$ cat src/mp_uart_pkg.sv
/*
 * shared constants for the multi-processor address-filtering serial link:
 * register offsets, field positions, sampling figures and frame sizes.
 * assumes a single 125 MHz clock and synchronous active-high reset.
 */
//
// Contract
// - filter on: drop data frames silently
// - 5..8 bits: first stop is type
// - 9 bits: ninth data bit is type
// - type one address, zero data
// - transmitter ignores filter bit
// - accepted address stored, complete flag raised
// - master sets ninth bit for addresses
// - slaves use 9-bit format then
// - 5..8 bit sender uses two stops
// - one char size for both directions
// - filter bit shares transmit-complete register
// - 16 samples normal, 8 double
// - first vote sample 8 or 4
// - middle vote sample 9 or 5
// - support 5 to 9 bit frames
// - sender bit rate near receiver rate
// - majority vote of three centre samples
package mp_uart_pkg;
	// register offsets on the software port
	localparam logic [2:0] reg_ctrl_status_a = 3'h0;
	localparam logic [2:0] reg_config = 3'h1;
	localparam logic [2:0] reg_baud = 3'h2;
	localparam logic [2:0] reg_data = 3'h3;
	localparam logic [2:0] reg_irq_status = 3'h4;
	localparam logic [2:0] reg_irq_mask = 3'h5;
	// ctrl_status_reg_a fields
	localparam int bit_addr_filter = 0;
	localparam int bit_double_speed = 1;
	localparam int bit_tx_complete = 6;
	localparam int bit_rx_complete = 7;
	// config fields
	localparam int bit_two_stop = 3;
	localparam int pos_char_size = 0;
	localparam int bit_tx_ninth = 4;
	localparam int bit_rx_ninth = 5;
	// interrupt bits
	localparam int irq_rx = 0;
	localparam int irq_tx = 1;
	localparam int irq_width = 2;
	// char_size_field codes: 0..3 = 5..8 bits, 7 = 9 bits
	localparam logic [2:0] size_nine = 3'h7;
	localparam logic [3:0] size_base = 4'h5;
	localparam logic [3:0] size_max = 4'h9;
	// sampling: per-bit sample counts and vote positions
	localparam logic [3:0] samples_normal_last = 4'hf;
	localparam logic [3:0] samples_double_last = 4'h7;
	localparam logic [3:0] vote_first_normal = 4'h8;
	localparam logic [3:0] vote_mid_normal = 4'h9;
	localparam logic [3:0] vote_first_double = 4'h4;
	localparam logic [3:0] vote_mid_double = 4'h5;
	localparam logic [15:0] baud_reset = 16'h0000;
	localparam logic [7:0] reset_zero8 = 8'h00;
endpackage

$ cat src/mp_uart_if.sv
/*
 * serial link between two ends: one wire each way.
 * assumes both ends share clk_i; line idles high.
 */
`timescale 1ns/1ns
interface mp_uart_if (
	input wire logic clk_i
);
	logic line_a_to_b;
	logic line_b_to_a;
	modport dev (input clk_i, input line_b_to_a, output line_a_to_b);
	modport far (input clk_i, input line_a_to_b, output line_b_to_a);
endinterface

$ cat src/mp_uart_dev.sv
/*
 * serial receiver/transmitter with multi-processor address filtering,
 * software register port, sticky interrupts.
 * assumes the far end sends at a rate close to our baud setting.
 */
`timescale 1ns/1ns
module mp_uart_dev (
	input wire logic clk_i,
	input wire logic rst_i,
	mp_uart_if.dev link,
	input wire logic [2:0] addr_i,
	input wire logic [15:0] wdata_i,
	input wire logic wr_i,
	input wire logic rd_i,
	output logic [15:0] rdata_o,
	output logic irq_o
);
	localparam int irq_width_c = mp_uart_pkg::irq_width;
	typedef enum logic [1:0] {idle, start, bits, stop} rx_state_t;
	typedef enum logic [1:0] {t_idle, t_start, t_bits, t_stop} tx_state_t;
	typedef struct packed {
		logic addr_filter_bit;
		logic double_speed_select;
		logic two_stop_select;
		logic [2:0] char_size_field;
		logic tx_ninth_bit;
		logic rx_ninth_bit;
		logic [15:0] baud;
		logic [15:0] baud_cnt;
		logic [1:0] rx_sync;
		rx_state_t rx_st;
		logic [3:0] rx_samp;
		logic [3:0] rx_idx;
		logic [8:0] rx_shift;
		logic [2:0] votes;
		logic [7:0] rx_tx_data_reg;
		logic [irq_width_c-1:0] irq_status;
		logic [irq_width_c-1:0] irq_mask;
		tx_state_t tx_st;
		logic [3:0] tx_samp;
		logic [3:0] tx_idx;
		logic [8:0] tx_shift;
		logic tx_line;
		logic stop2;
		logic [15:0] rdata;
	} state_t;
	state_t s, n;
	logic tick;
	logic [3:0] last_samp;
	logic [3:0] nbits;
	logic rx_in;

	// bit count from size code, shared by both directions
	function automatic logic [3:0] char_bits(input logic [2:0] code);
		if (code == mp_uart_pkg::size_nine) begin
			char_bits = mp_uart_pkg::size_max;
		end else begin
			char_bits = mp_uart_pkg::size_base + {2'h0, code[1:0]};
		end
	endfunction

	// majority of three
	function automatic logic vote(input logic [2:0] v);
		vote = (v[0] & v[1]) | (v[1] & v[2]) | (v[0] & v[2]);
	endfunction

	always_comb begin
		// at or above, so a lowered divider never waits for a counter wrap
		tick = (s.baud_cnt >= s.baud);
		last_samp = s.double_speed_select ? mp_uart_pkg::samples_double_last
			: mp_uart_pkg::samples_normal_last;
		nbits = char_bits(s.char_size_field);
		rx_in = s.rx_sync[1];
		rdata_o = s.rdata;
		irq_o = |(s.irq_status & s.irq_mask);
		link.line_a_to_b = s.tx_line;
	end

	always_comb begin
		logic [3:0] first_v;
		logic [3:0] mid_v;
		logic bitv;
		logic ftype;
		logic [irq_width_c-1:0] set_ev;
		n = s;
		set_ev = '0;
		first_v = s.double_speed_select ? mp_uart_pkg::vote_first_double
			: mp_uart_pkg::vote_first_normal;
		mid_v = s.double_speed_select ? mp_uart_pkg::vote_mid_double
			: mp_uart_pkg::vote_mid_normal;
		bitv = vote(s.votes);
		ftype = 1'b0;
		n.rx_sync = {s.rx_sync[0], link.line_b_to_a};
		n.rdata = 16'h0000;
		n.baud_cnt = tick ? 16'h0000 : s.baud_cnt + 16'h0001;
		// rx_samp runs one behind the sample number (first low sample is 1),
		// so samples first_v, mid_v, mid_v+1 sit at rx_samp one lower
		if (tick) begin
			if (s.rx_samp + 4'h1 == first_v) n.votes[0] = rx_in;
			if (s.rx_samp + 4'h1 == mid_v) n.votes[1] = rx_in;
			if (s.rx_samp == mid_v) n.votes[2] = rx_in;
			case (s.rx_st)
				idle: begin
					n.rx_samp = 4'h1;
					if (!rx_in) n.rx_st = start;
				end
				start: begin
					n.rx_samp = s.rx_samp + 4'h1;
					if (s.rx_samp == last_samp) begin
						n.rx_samp = 4'h0;
						n.rx_idx = 4'h0;
						// short sizes must not carry bits of an earlier frame
						n.rx_shift = 9'h000;
						// noise spike rejected by the vote
						n.rx_st = bitv ? idle : bits;
					end
				end
				bits: begin
					n.rx_samp = s.rx_samp + 4'h1;
					if (s.rx_samp == last_samp) begin
						n.rx_samp = 4'h0;
						n.rx_shift[s.rx_idx] = bitv;
						n.rx_idx = s.rx_idx + 4'h1;
						if (s.rx_idx == nbits - 4'h1) n.rx_st = stop;
					end
				end
				stop: begin
					n.rx_samp = s.rx_samp + 4'h1;
					// decide right after the vote window, early restart allowed
					if (s.rx_samp == mid_v + 4'h1) begin
						n.rx_st = idle;
						ftype = (nbits == mp_uart_pkg::size_max)
							? s.rx_shift[8]
							: bitv;
						// one marks address, zero marks data; drop data when filtering
						if (!s.addr_filter_bit || ftype) begin
							n.rx_tx_data_reg = s.rx_shift[7:0];
							n.rx_ninth_bit = s.rx_shift[8];
							n.irq_status[mp_uart_pkg::irq_rx] = 1'b1;
							set_ev[mp_uart_pkg::irq_rx] = 1'b1;
						end
					end
				end
				default: n.rx_st = idle;
			endcase
		end
		// transmitter: never looks at the filter bit
		if (tick) begin
			n.tx_samp = s.tx_samp + 4'h1;
			if (s.tx_samp == last_samp) begin
				n.tx_samp = 4'h0;
				case (s.tx_st)
					t_start: begin
						n.tx_line = s.tx_shift[0];
						n.tx_idx = 4'h1;
						n.tx_st = t_bits;
					end
					t_bits: begin
						if (s.tx_idx == nbits) begin
							n.tx_line = 1'b1;
							n.stop2 = s.two_stop_select;
							n.tx_st = t_stop;
						end else begin
							n.tx_line = s.tx_shift[s.tx_idx];
							n.tx_idx = s.tx_idx + 4'h1;
						end
					end
					t_stop: begin
						n.stop2 = 1'b0;
						if (!s.stop2) begin
							n.tx_st = t_idle;
							n.irq_status[mp_uart_pkg::irq_tx] = 1'b1;
							set_ev[mp_uart_pkg::irq_tx] = 1'b1;
						end
					end
					default: n.tx_st = t_idle;
				endcase
			end
		end
		// software port; hardware set wins over write-one clear
		if (wr_i) begin
			case (addr_i)
				mp_uart_pkg::reg_ctrl_status_a: begin
					n.addr_filter_bit = wdata_i[mp_uart_pkg::bit_addr_filter];
					n.double_speed_select = wdata_i[mp_uart_pkg::bit_double_speed];
				end
				mp_uart_pkg::reg_config: begin
					n.char_size_field = wdata_i[mp_uart_pkg::pos_char_size +: 3];
					n.two_stop_select = wdata_i[mp_uart_pkg::bit_two_stop];
					n.tx_ninth_bit = wdata_i[mp_uart_pkg::bit_tx_ninth];
				end
				mp_uart_pkg::reg_baud: n.baud = wdata_i;
				mp_uart_pkg::reg_data: begin
					if (s.tx_st == t_idle) begin
						n.tx_shift = {s.tx_ninth_bit, wdata_i[7:0]};
						n.tx_st = t_start;
						n.tx_line = 1'b0;
						n.tx_samp = 4'h0;
					end
				end
				mp_uart_pkg::reg_irq_status:
					n.irq_status = (n.irq_status & ~wdata_i[irq_width_c-1:0]) | set_ev;
				mp_uart_pkg::reg_irq_mask: n.irq_mask = wdata_i[irq_width_c-1:0];
				default: ;
			endcase
		end
		if (rd_i) begin
			case (addr_i)
				mp_uart_pkg::reg_ctrl_status_a: begin
					// filter bit shares this word with transmit complete
					n.rdata[mp_uart_pkg::bit_addr_filter] = s.addr_filter_bit;
					n.rdata[mp_uart_pkg::bit_double_speed] = s.double_speed_select;
					n.rdata[mp_uart_pkg::bit_tx_complete] = s.irq_status[mp_uart_pkg::irq_tx];
					n.rdata[mp_uart_pkg::bit_rx_complete] = s.irq_status[mp_uart_pkg::irq_rx];
				end
				mp_uart_pkg::reg_config: begin
					n.rdata[mp_uart_pkg::pos_char_size +: 3] = s.char_size_field;
					n.rdata[mp_uart_pkg::bit_two_stop] = s.two_stop_select;
					n.rdata[mp_uart_pkg::bit_tx_ninth] = s.tx_ninth_bit;
					n.rdata[mp_uart_pkg::bit_rx_ninth] = s.rx_ninth_bit;
				end
				mp_uart_pkg::reg_baud: n.rdata = s.baud;
				mp_uart_pkg::reg_data: n.rdata = {8'h00, s.rx_tx_data_reg};
				mp_uart_pkg::reg_irq_status: n.rdata = {14'h0000, s.irq_status};
				mp_uart_pkg::reg_irq_mask: n.rdata = {14'h0000, s.irq_mask};
				default: n.rdata = 16'h0000;
			endcase
		end
	end

	always_ff @(posedge clk_i) begin
		if (rst_i) begin
			s <= '0;
			s.rx_sync <= 2'h3;
			s.tx_line <= 1'b1;
			s.rx_st <= idle;
			s.tx_st <= t_idle;
			s.baud <= mp_uart_pkg::baud_reset;
		end else begin
			s <= n;
		end
	end
endmodule

$ cat src/flat_wrapper.sv
// flat-port wrapper written by rule: the top's interface ports become plain ports
module mp_uart_dev_flat 
  (clk_i, rst_i, addr_i, wdata_i, wr_i, rd_i, rdata_o, irq_o, link_line_b_to_a, link_line_a_to_b);
  mp_uart_if link_i (.clk_i(clk_i));
  input wire logic clk_i;
  input wire logic rst_i;
  input wire logic [2:0] addr_i;
  input wire logic [15:0] wdata_i;
  input wire logic wr_i;
  input wire logic rd_i;
  output logic [15:0] rdata_o;
  output logic irq_o;
  input wire logic [$bits(link_i.line_b_to_a)-1:0] link_line_b_to_a;
  output wire logic [$bits(link_i.line_a_to_b)-1:0] link_line_a_to_b;
  assign link_i.line_b_to_a = link_line_b_to_a;
  assign link_line_a_to_b = link_i.line_a_to_b;
  mp_uart_dev u_core (.clk_i(clk_i), .rst_i(rst_i), .link(link_i), .addr_i(addr_i), .wdata_i(wdata_i), .wr_i(wr_i), .rd_i(rd_i), .rdata_o(rdata_o), .irq_o(irq_o));
endmodule
$ cat config.mk
export PLATFORM = sky130hd
export DESIGN_NAME = mp_uart_dev_flat
export DESIGN_NICKNAME = d
export VERILOG_FILES = /design/src/mp_uart_pkg.sv /design/src/mp_uart_if.sv /design/src/mp_uart_dev.sv /design/src/flat_wrapper.sv
export SDC_FILE = /design/constraint.sdc
export NUM_CORES = 1
export LEC_CHECK = 0
export BUFFER_PORTS_ARGS = -buffer_cell sky130_fd_sc_hd__buf_4
export CORE_UTILIZATION = 60
export CTS_CLUSTER_SIZE = 12
export DETAILED_ROUTE_END_ITERATION = 16
export HOLD_SLACK_MARGIN = 0.08
export PLACE_DENSITY_LB_ADDON = 0.08
export SLEW_MARGIN = 5
export SYNTH_ARGS = -nofsm -noshare
export SYNTH_HDL_FRONTEND = slang
export SYNTH_SLANG_ARGS = --single-unit
$ cat constraint.sdc
create_clock -name clk_i -period 2.5 [get_ports clk_i]
set_input_delay 0.25 -clock clk_i [delete_from_list [all_inputs] [get_ports clk_i]]
set_output_delay 0.25 -clock clk_i [all_outputs]
set_load 0.05 [all_outputs]
==> results of run 1 <==
-- registers in the layout, summed over array words and instances (netlist names) --
register                 cells
u_core.link.line_a_to_b      1
u_core.rdata_o              16
u_core.n                     1
u_core.rx_in                 1
u_core.s                    94
-- cells in the final DEF, fill, tap and decap left out, types with 7 or more instances in the layout --
master,n
nand4_1,11
a21o_1,7
clkbuf_16,16
a21oi_1,49
dlygate4sd3_1,21
and3_1,10
nand2_1,102
xnor2_1,9
inv_1,37
o21ai_0,27
nor3_1,13
nor2_1,67
nand3_1,22
ha_1,40
mux2i_1,25
dfxtp_1,113
xor2_1,14
buf_4,55
-- kinds of logic after synthesis --
| family | Yosys count | synth area share |
|---|---|---|
| flip-flops | 113 | 0.375 |
| AO/OA/AOI/OAI | 143 | 0.169 |
| adder cells (fa/ha/maj) | 41 | 0.0847 |
| buffers and inverters | 92 | 0.0708 |
| multiplexers | 28 | 0.0527 |
| AND/OR/NAND/NOR | 271 | 0.214 |
| XOR/XNOR | 23 | 0.0334 |
-- cell usage after synthesis, drive strengths merged (5+ instances only) --
library cell,instances
xnor2,9
a22o,6
buf,28
nor3,14
or2,6
o21ai,30
and3,10
clkbuf,26
nor2,68
nand2,103
xor2,14
dfxtp,113
mux2i,25
nand2b,7
inv,38
a21oi,52
a21o,7
nand3,22
ha,40
nand4,11
nor3b,5
a31oi,5
-- metrics by stage --
step	setup WS, ps	power (mW)	cell area, sq um	hold slack [ps]	cells
after floorplan	234	2.21	6030	354	711
after global placement	96.7	2.31	6310	393	842
after detailed placement	-32.4	2.32	6310	397	842
after CTS	67.0	4.55	7060	107	892
after global routing	-80.4	4.72	7150	134	897
final	49.5	4.57	7150	122	897
-- power groups by stage --
stage | clock, mW | combinational, mW | sequential [mW]
after detailed placement | 0 | 0.407 | 1.91
after global routing | 2.31 | 0.533 | 1.88
after global placement | 0 | 0.400 | 1.91
after floorplan | 0 | 0.303 | 1.90
final | 2.21 | 0.487 | 1.88
after CTS | 2.24 | 0.439 | 1.87
-- layout make-up --
class	instances	share of cell area
Multi-Input combinational cell	506	0.473
Sequential cell	113	0.316
Timing Repair Buffer	78	0.0928
Clock buffer	22	0.0620
Tap cell	133	0.0233
Inverter	38	0.0200
Clock inverter	7	0.0123
-- routing by layer --
metal	GRT usage	vias to the layer above	part of all wire
met3	0.0834	40	0.052
li1	-	2532	-
met4	0.133	0	0.029
met1	0.349	2414	0.42
met5	0	-	0
met2	0.495	145	0.50
-- what timing repair did --
| item | CTS | global route |
|---|---|---|
| setup endpoints to repair | 3 | 22 |
| hold buffers | 21 | 0 |
| pin swaps | 0 | 2 |
| setup buffers | 0 | 5 |
| endpoints found under the hold margin | 38 | 0 |
| resized for setup | 1 | 6 |
-- how the worst max path moves through the flow --
stage,from,endpoint,cells past startpoint
after detailed placement,u_core.s[73]$_SDFF_PP0_,u_core.s[36]$_SDFF_PP0_,8
after global routing,u_core.s[103]$_SDFFE_PP0P_,u_core.s[34]$_SDFF_PP0_,8
after global placement,u_core.s[73]$_SDFF_PP0_,u_core.link.line_a_to_b$_SDFF_PP1_,8
after CTS,u_core.s[103]$_SDFFE_PP0P_,u_core.s[34]$_SDFF_PP0_,8
final,u_core.s[103]$_SDFFE_PP0P_,u_core.s[27]$_SDFFE_PP0P_,8
after floorplan,u_core.s[108]$_SDFFE_PP0P_,u_core.s[69]$_SDFFE_PP0P_,10
==> results.json, run 1 <==
{
  "end_kind": "register",
  "core_sq_um": 9770,
  "path_cells": "inv_1 > ha_1 > and4_4 > nand3_1 > o221a_4 > a211oi_4 > a21oi_1 > a311oi_1",
  "regArea_sq_um": 2260,
  "netlist_top_cells_area": "dfxtp_1, ha_1, nand2_1",
  "path_clk_slew_ps": 60,
  "synth_edf_count": 0,
  "comb_power_share": 0.106,
  "die_w_um": 102,
  "drive_gt1_frac": 0.148,
  "antenna_found_initial": 0,
  "cts-buffers-inserted": 17,
  "pwr-share-clk": 0.483,
  "r2r_cells": 8,
  "peakVddDrop_uv": 464,
  "finalClockSkew_ps": 9.80,
  "finalCritPeriodShare": 0.980,
  "rsz0062_at_grt": "true",
  "cts_buffer_depth": 2,
  "slowest_delay_ps": 410,
  "cp_top_family": "compound AO/OA/AOI/OAI gates",
  "dr.pass1.iters": 6,
  "internal_power_mw": 3.46,
  "sequentialPowerShare": 0.410,
  "io_pins": 42,
  "tritoncts": "yes",
  "fin_util": 0.731,
  "final_max_slew_viol_count": 0,
  "finalSetupViolations": 0,
  "globalplace.congestion": 0.836,
  "syn_area_sq_um": 6030,
  "cp_max_fo": 7,
  "synth.distinct_cells": 73,
  "viasPerCell": 5.72,
  "syn2layout_area_growth_pct": 18.6,
  "grt_pass1_wl_mm": 23.3,
  "syn_nets": 775,
  "r2r-end": "u_core.s[27]$_SDFFE_PP0P_",
  "drv_cap": 0,
  "min_to": "u_core.s[37]$_SDFFE_PP0P_",
  "synth_area_leader_cell": "dfxtp_1",
  "p_per_area_nw_per_um2": 639,
  "ys_seq_elements": 113,
  "start_kind": "register",
  "diodes": 0,
  "finalSetupTns_ps": 0,
  "critical_path_class": "reg2reg",
  "drc": 0,
  "hp-class": "in2reg",
  "critical_path_arrival_ps": 2890,
  "required_ps": 2940,
  "worstReg2RegStart": "u_core.s[103]$_SDFFE_PP0P_",
  "ys.flop_type": "dfxtp_1",
  "fp-row-count": 36,
  "outcome": "finished, final reports clean",
  "drt_first_iter_violations": 248,
  "reg2reg_slack_ps": 50,
  "grt_overflow": 0,
  "synth_top_cell_area_share": 0.375,
  "start_util": 0.616,
  "cts.sinks": 113,
  "wl_per_cell_um": 16.2,
  "worstHoldStart": "rst_i",
  "postRouteAntennaNets": 0,
  "avgSynthCellArea_sq_um": 8.48,
  "critPathSlowestCell": "a211oi_4",
  "p_leak_nw": 2.82,
  "max_freq_ghz": 0.408,
  "grtUsageTotal": 0.294,
  "power_switching_share": 0.243,
  "tightest_slew_ps": 730,
  "port_buffers": 41,
  "finalCriticalPeriod_ps": 2450,
  "hold_viol": 0,
  "die_h_um": 102,
  "grt_pass1_vias": 4836,
  "crit_buf_inv": 1,
  "whs_path_depth": 2,
  "htree_levels": 4,
  "synth-async-reset-ratio": 0,
  "wl_mm": 14.5,
  "root_buffer": "clkbuf_8",
  "slew_headroom": 0.511,
  "vias": 5131,
  "grt_max_degree": 53,
  "syn_inst": 711,
  "fin_nets": 818,
  "clk_latency_ps": 540,
  "yosysWarnings": 0,
  "seq_area_frac_synth": 0.375,
  "p_switching_mw": 1.11,
  "multi_input_area_sq_um": 3380,
  "fill_cells": 721,
  "dp_hpwl_mm": 10.0,
  "die-area_sq_um": 10400
}
Power figures use the tool's default switching activity.
==> run 2: changes to the inputs <==
--- a/config.mk
+++ b/config.mk
@@ -5,6 +5,7 @@
 export SDC_FILE = /design/constraint.sdc
 export NUM_CORES = 1
 export LEC_CHECK = 0
+export ABC_AREA = 1
 export BUFFER_PORTS_ARGS = -buffer_cell sky130_fd_sc_hd__buf_4
 export CORE_UTILIZATION = 60
 export CTS_CLUSTER_SIZE = 12
==> run 2 against run 1 <==
  * Flip-flop and latch count is the same
  * Critical path depth grew 5
  * Hold slack lost 21 ps
  * Sequential power grew 4%
  * Combinational power increased by 120%
  * Worst setup slack better by 180 ps
  * Synthesized area is 1.3% lower
  * Largest cell class unchanged
==> results.json, run 2 <==
{
  "hold_viol": 0,
  "die_w_um": 102,
  "fin_nets": 936,
  "regArea_sq_um": 2260,
  "synth_top_cell_area_share": 0.380,
  "dpl_cell_area_sq_um": 6260,
  "clk_latency_ps": 520,
  "syn_nets": 889,
  "totalPowerFinal_mw": 5.41,
  "avgSynthCellArea_sq_um": 7.21,
  "tightest_slew_ps": 768,
  "synth_edf_count": 0,
  "hold_slack_ps": 101,
  "fill_cells": 695,
  "p_per_area_nw_per_um2": 766,
  "globalplace.congestion": 0.940,
  "rsz0062_at_grt": "false",
  "finalSetupViolations": 0,
  "start_kind": "register",
  "diodes": 0,
  "layout_common_cells": "nand2_1, inv_1, dfxtp_1",
  "critical_path_class": "reg2reg",
  "hp-class": "in2reg",
  "finalSetupTns_ps": 0,
  "slew_headroom": 0.487,
  "die-area_sq_um": 10300,
  "syn_area_sq_um": 5950,
  "cp_max_fo": 8,
  "fin_util": 0.750,
  "fin_area_sq_um": 7060,
  "drive_gt1_frac": 0.120,
  "grtUsageTotal": 0.295,
  "syn_inst": 825,
  "finalCritPeriodShare": 0.907,
  "cts_buffer_depth": 2,
  "cts-buffers-inserted": 17,
  "drv_cap": 0,
  "synth.distinct_cells": 38,
  "synth_area_leader_cell": "dfxtp_1",
  "dp_hpwl_mm": 10.2,
  "antenna_found_initial": 0,
  "htree_levels": 4,
  "final_common_cell": "nand2_1",
  "critical_path_arrival_ps": 2670,
  "final_cells": 1014,
  "drt_first_iter_violations": 376,
  "outcome": "finished, final reports clean",
  "max_freq_ghz": 0.441,
  "syn2layout_area_growth_pct": 18.7,
  "io_pins": 42,
  "end_kind": "register",
  "grt_pass1_wl_mm": 23.3,
  "synth_most_common_cell": "nand2_1",
  "setup_ws_ps": 233,
  "largest_reg_flops": 94,
  "synth_common_cells": "nand2_1, inv_1, dfxtp_1",
  "ys_seq_elements": 113,
  "ys.flop_type": "dfxtp_1",
  "grt_overflow": 0,
  "fp-row-count": 35,
  "p_leak_nw": 2.87,
  "yosysWarnings": 0,
  "grt_pass1_vias": 5076,
  "synth-async-reset-ratio": 0,
  "cts.sinks": 113,
  "netlist_top_cells_area": "dfxtp_1, ha_1, nand2_1",
  "pre_cts_ws_ps": 117,
  "path_clk_slew_ps": 60,
  "wl_mm": 14.6,
  "port_buffers": 41,
  "viasPerCell": 5.39,
  "die_h_um": 102,
  "wl_per_cell_um": 14.4,
  "multi_input_area_sq_um": 3040,
  "start_util": 0.632,
  "finalClockSkew_ps": 11.9,
  "tritoncts": "yes",
  "seq_area_frac_synth": 0.380,
  "finalCriticalPeriod_ps": 2270,
  "peakVddDrop_uv": 756,
  "grt_max_degree": 42,
  "regMostFlops": "u_core.s",
  "final_max_slew_viol_count": 0,
  "post-cts-setup-buffers": 0,
  "vias": 5470,
  "placedCellCount": 963,
  "root_buffer": "clkbuf_8",
  "dr.pass1.iters": 6,
  "required_ps": 2910,
  "postRouteAntennaNets": 0,
  "drc": 0,
  "core_sq_um": 9420
}
run 2: cell count changes in the layout (fill, tap and decap cells not counted), sizes merged, moves of 7 or more:
cell    before  now
mux2i       25    0
nand3       22   35
buf         57   48
nand4       11   30
nand2      103  131
and3        10    1
inv         38  117
nor2        68  112
nand2b       7    0
a21oi       52   78
o21ai       30   70
run 2: timing repair:
item,CTS,global route
endpoints found under the setup margin,0,2
gates resized for setup,0,2
hold buffers,19,0
endpoints found under the hold margin,30,0
run 2: final timing paths:
check,cells after the start,slack [ps],endpoint,from
min reg2reg,1,420,u_core.rx_in$_SDFF_PP1_,u_core.n[72]$_SDFF_PP1_
min,3,100,u_core.rdata_o[7]$_SDFF_PP0_,addr_i[1]
max,13,230,u_core.s[69]$_SDFFE_PP0P_,u_core.s[107]$_SDFFE_PP0P_
max reg2reg,13,230,u_core.s[69]$_SDFFE_PP0P_,u_core.s[107]$_SDFFE_PP0P_
run 2: metal layers:
metal / part of all wire / up-vias / wire (um) / track usage
met5: 0 / - / 0 / 0
met4: 0.017 / 0 / 250 / 0.119
met3: 0.074 / 23 / 1080 / 0.0738
met2: 0.49 / 208 / 7100 / 0.508
met1: 0.42 / 2465 / 6200 / 0.352
li1: - / 2774 / - / -
run 2: where the power goes:
part	total, mW	switching, mW	internal [mW]
registers	1.96	0.0809	1.88
clock network	2.38	0.850	1.53
logic	1.07	0.716	0.358
run 2: logic make-up after synthesis:
family,share of synthesized area
AO/OA/AOI/OAI,0.151
XOR/XNOR,0.0280
adder cells (fa/ha/maj),0.0858
buffers and inverters,0.110
flip-flops,0.380
AND/OR/NAND/NOR,0.245
run 2: cell type report:
cell class | count | area share
Multi-Input combinational cell | 557 | 0.431
Sequential cell | 113 | 0.320
Timing Repair Buffer | 67 | 0.0797
Clock buffer | 21 | 0.0664
Inverter | 116 | 0.0616
Tap cell | 129 | 0.0228
Clock inverter | 11 | 0.0182
run 2: critical path, stage by stage (launching register included):
cell and delay, ps:
dfxtp_1 420, ha_4 220, nand2_2 90, nand2_1 180
inv_1 70, ha_1 300, xor2_1 130, nand3_1 90
nor2_1 110, nand2_1 80, a21oi_1 200, nand3_1 120
nand2_1 90, nor2_1 50
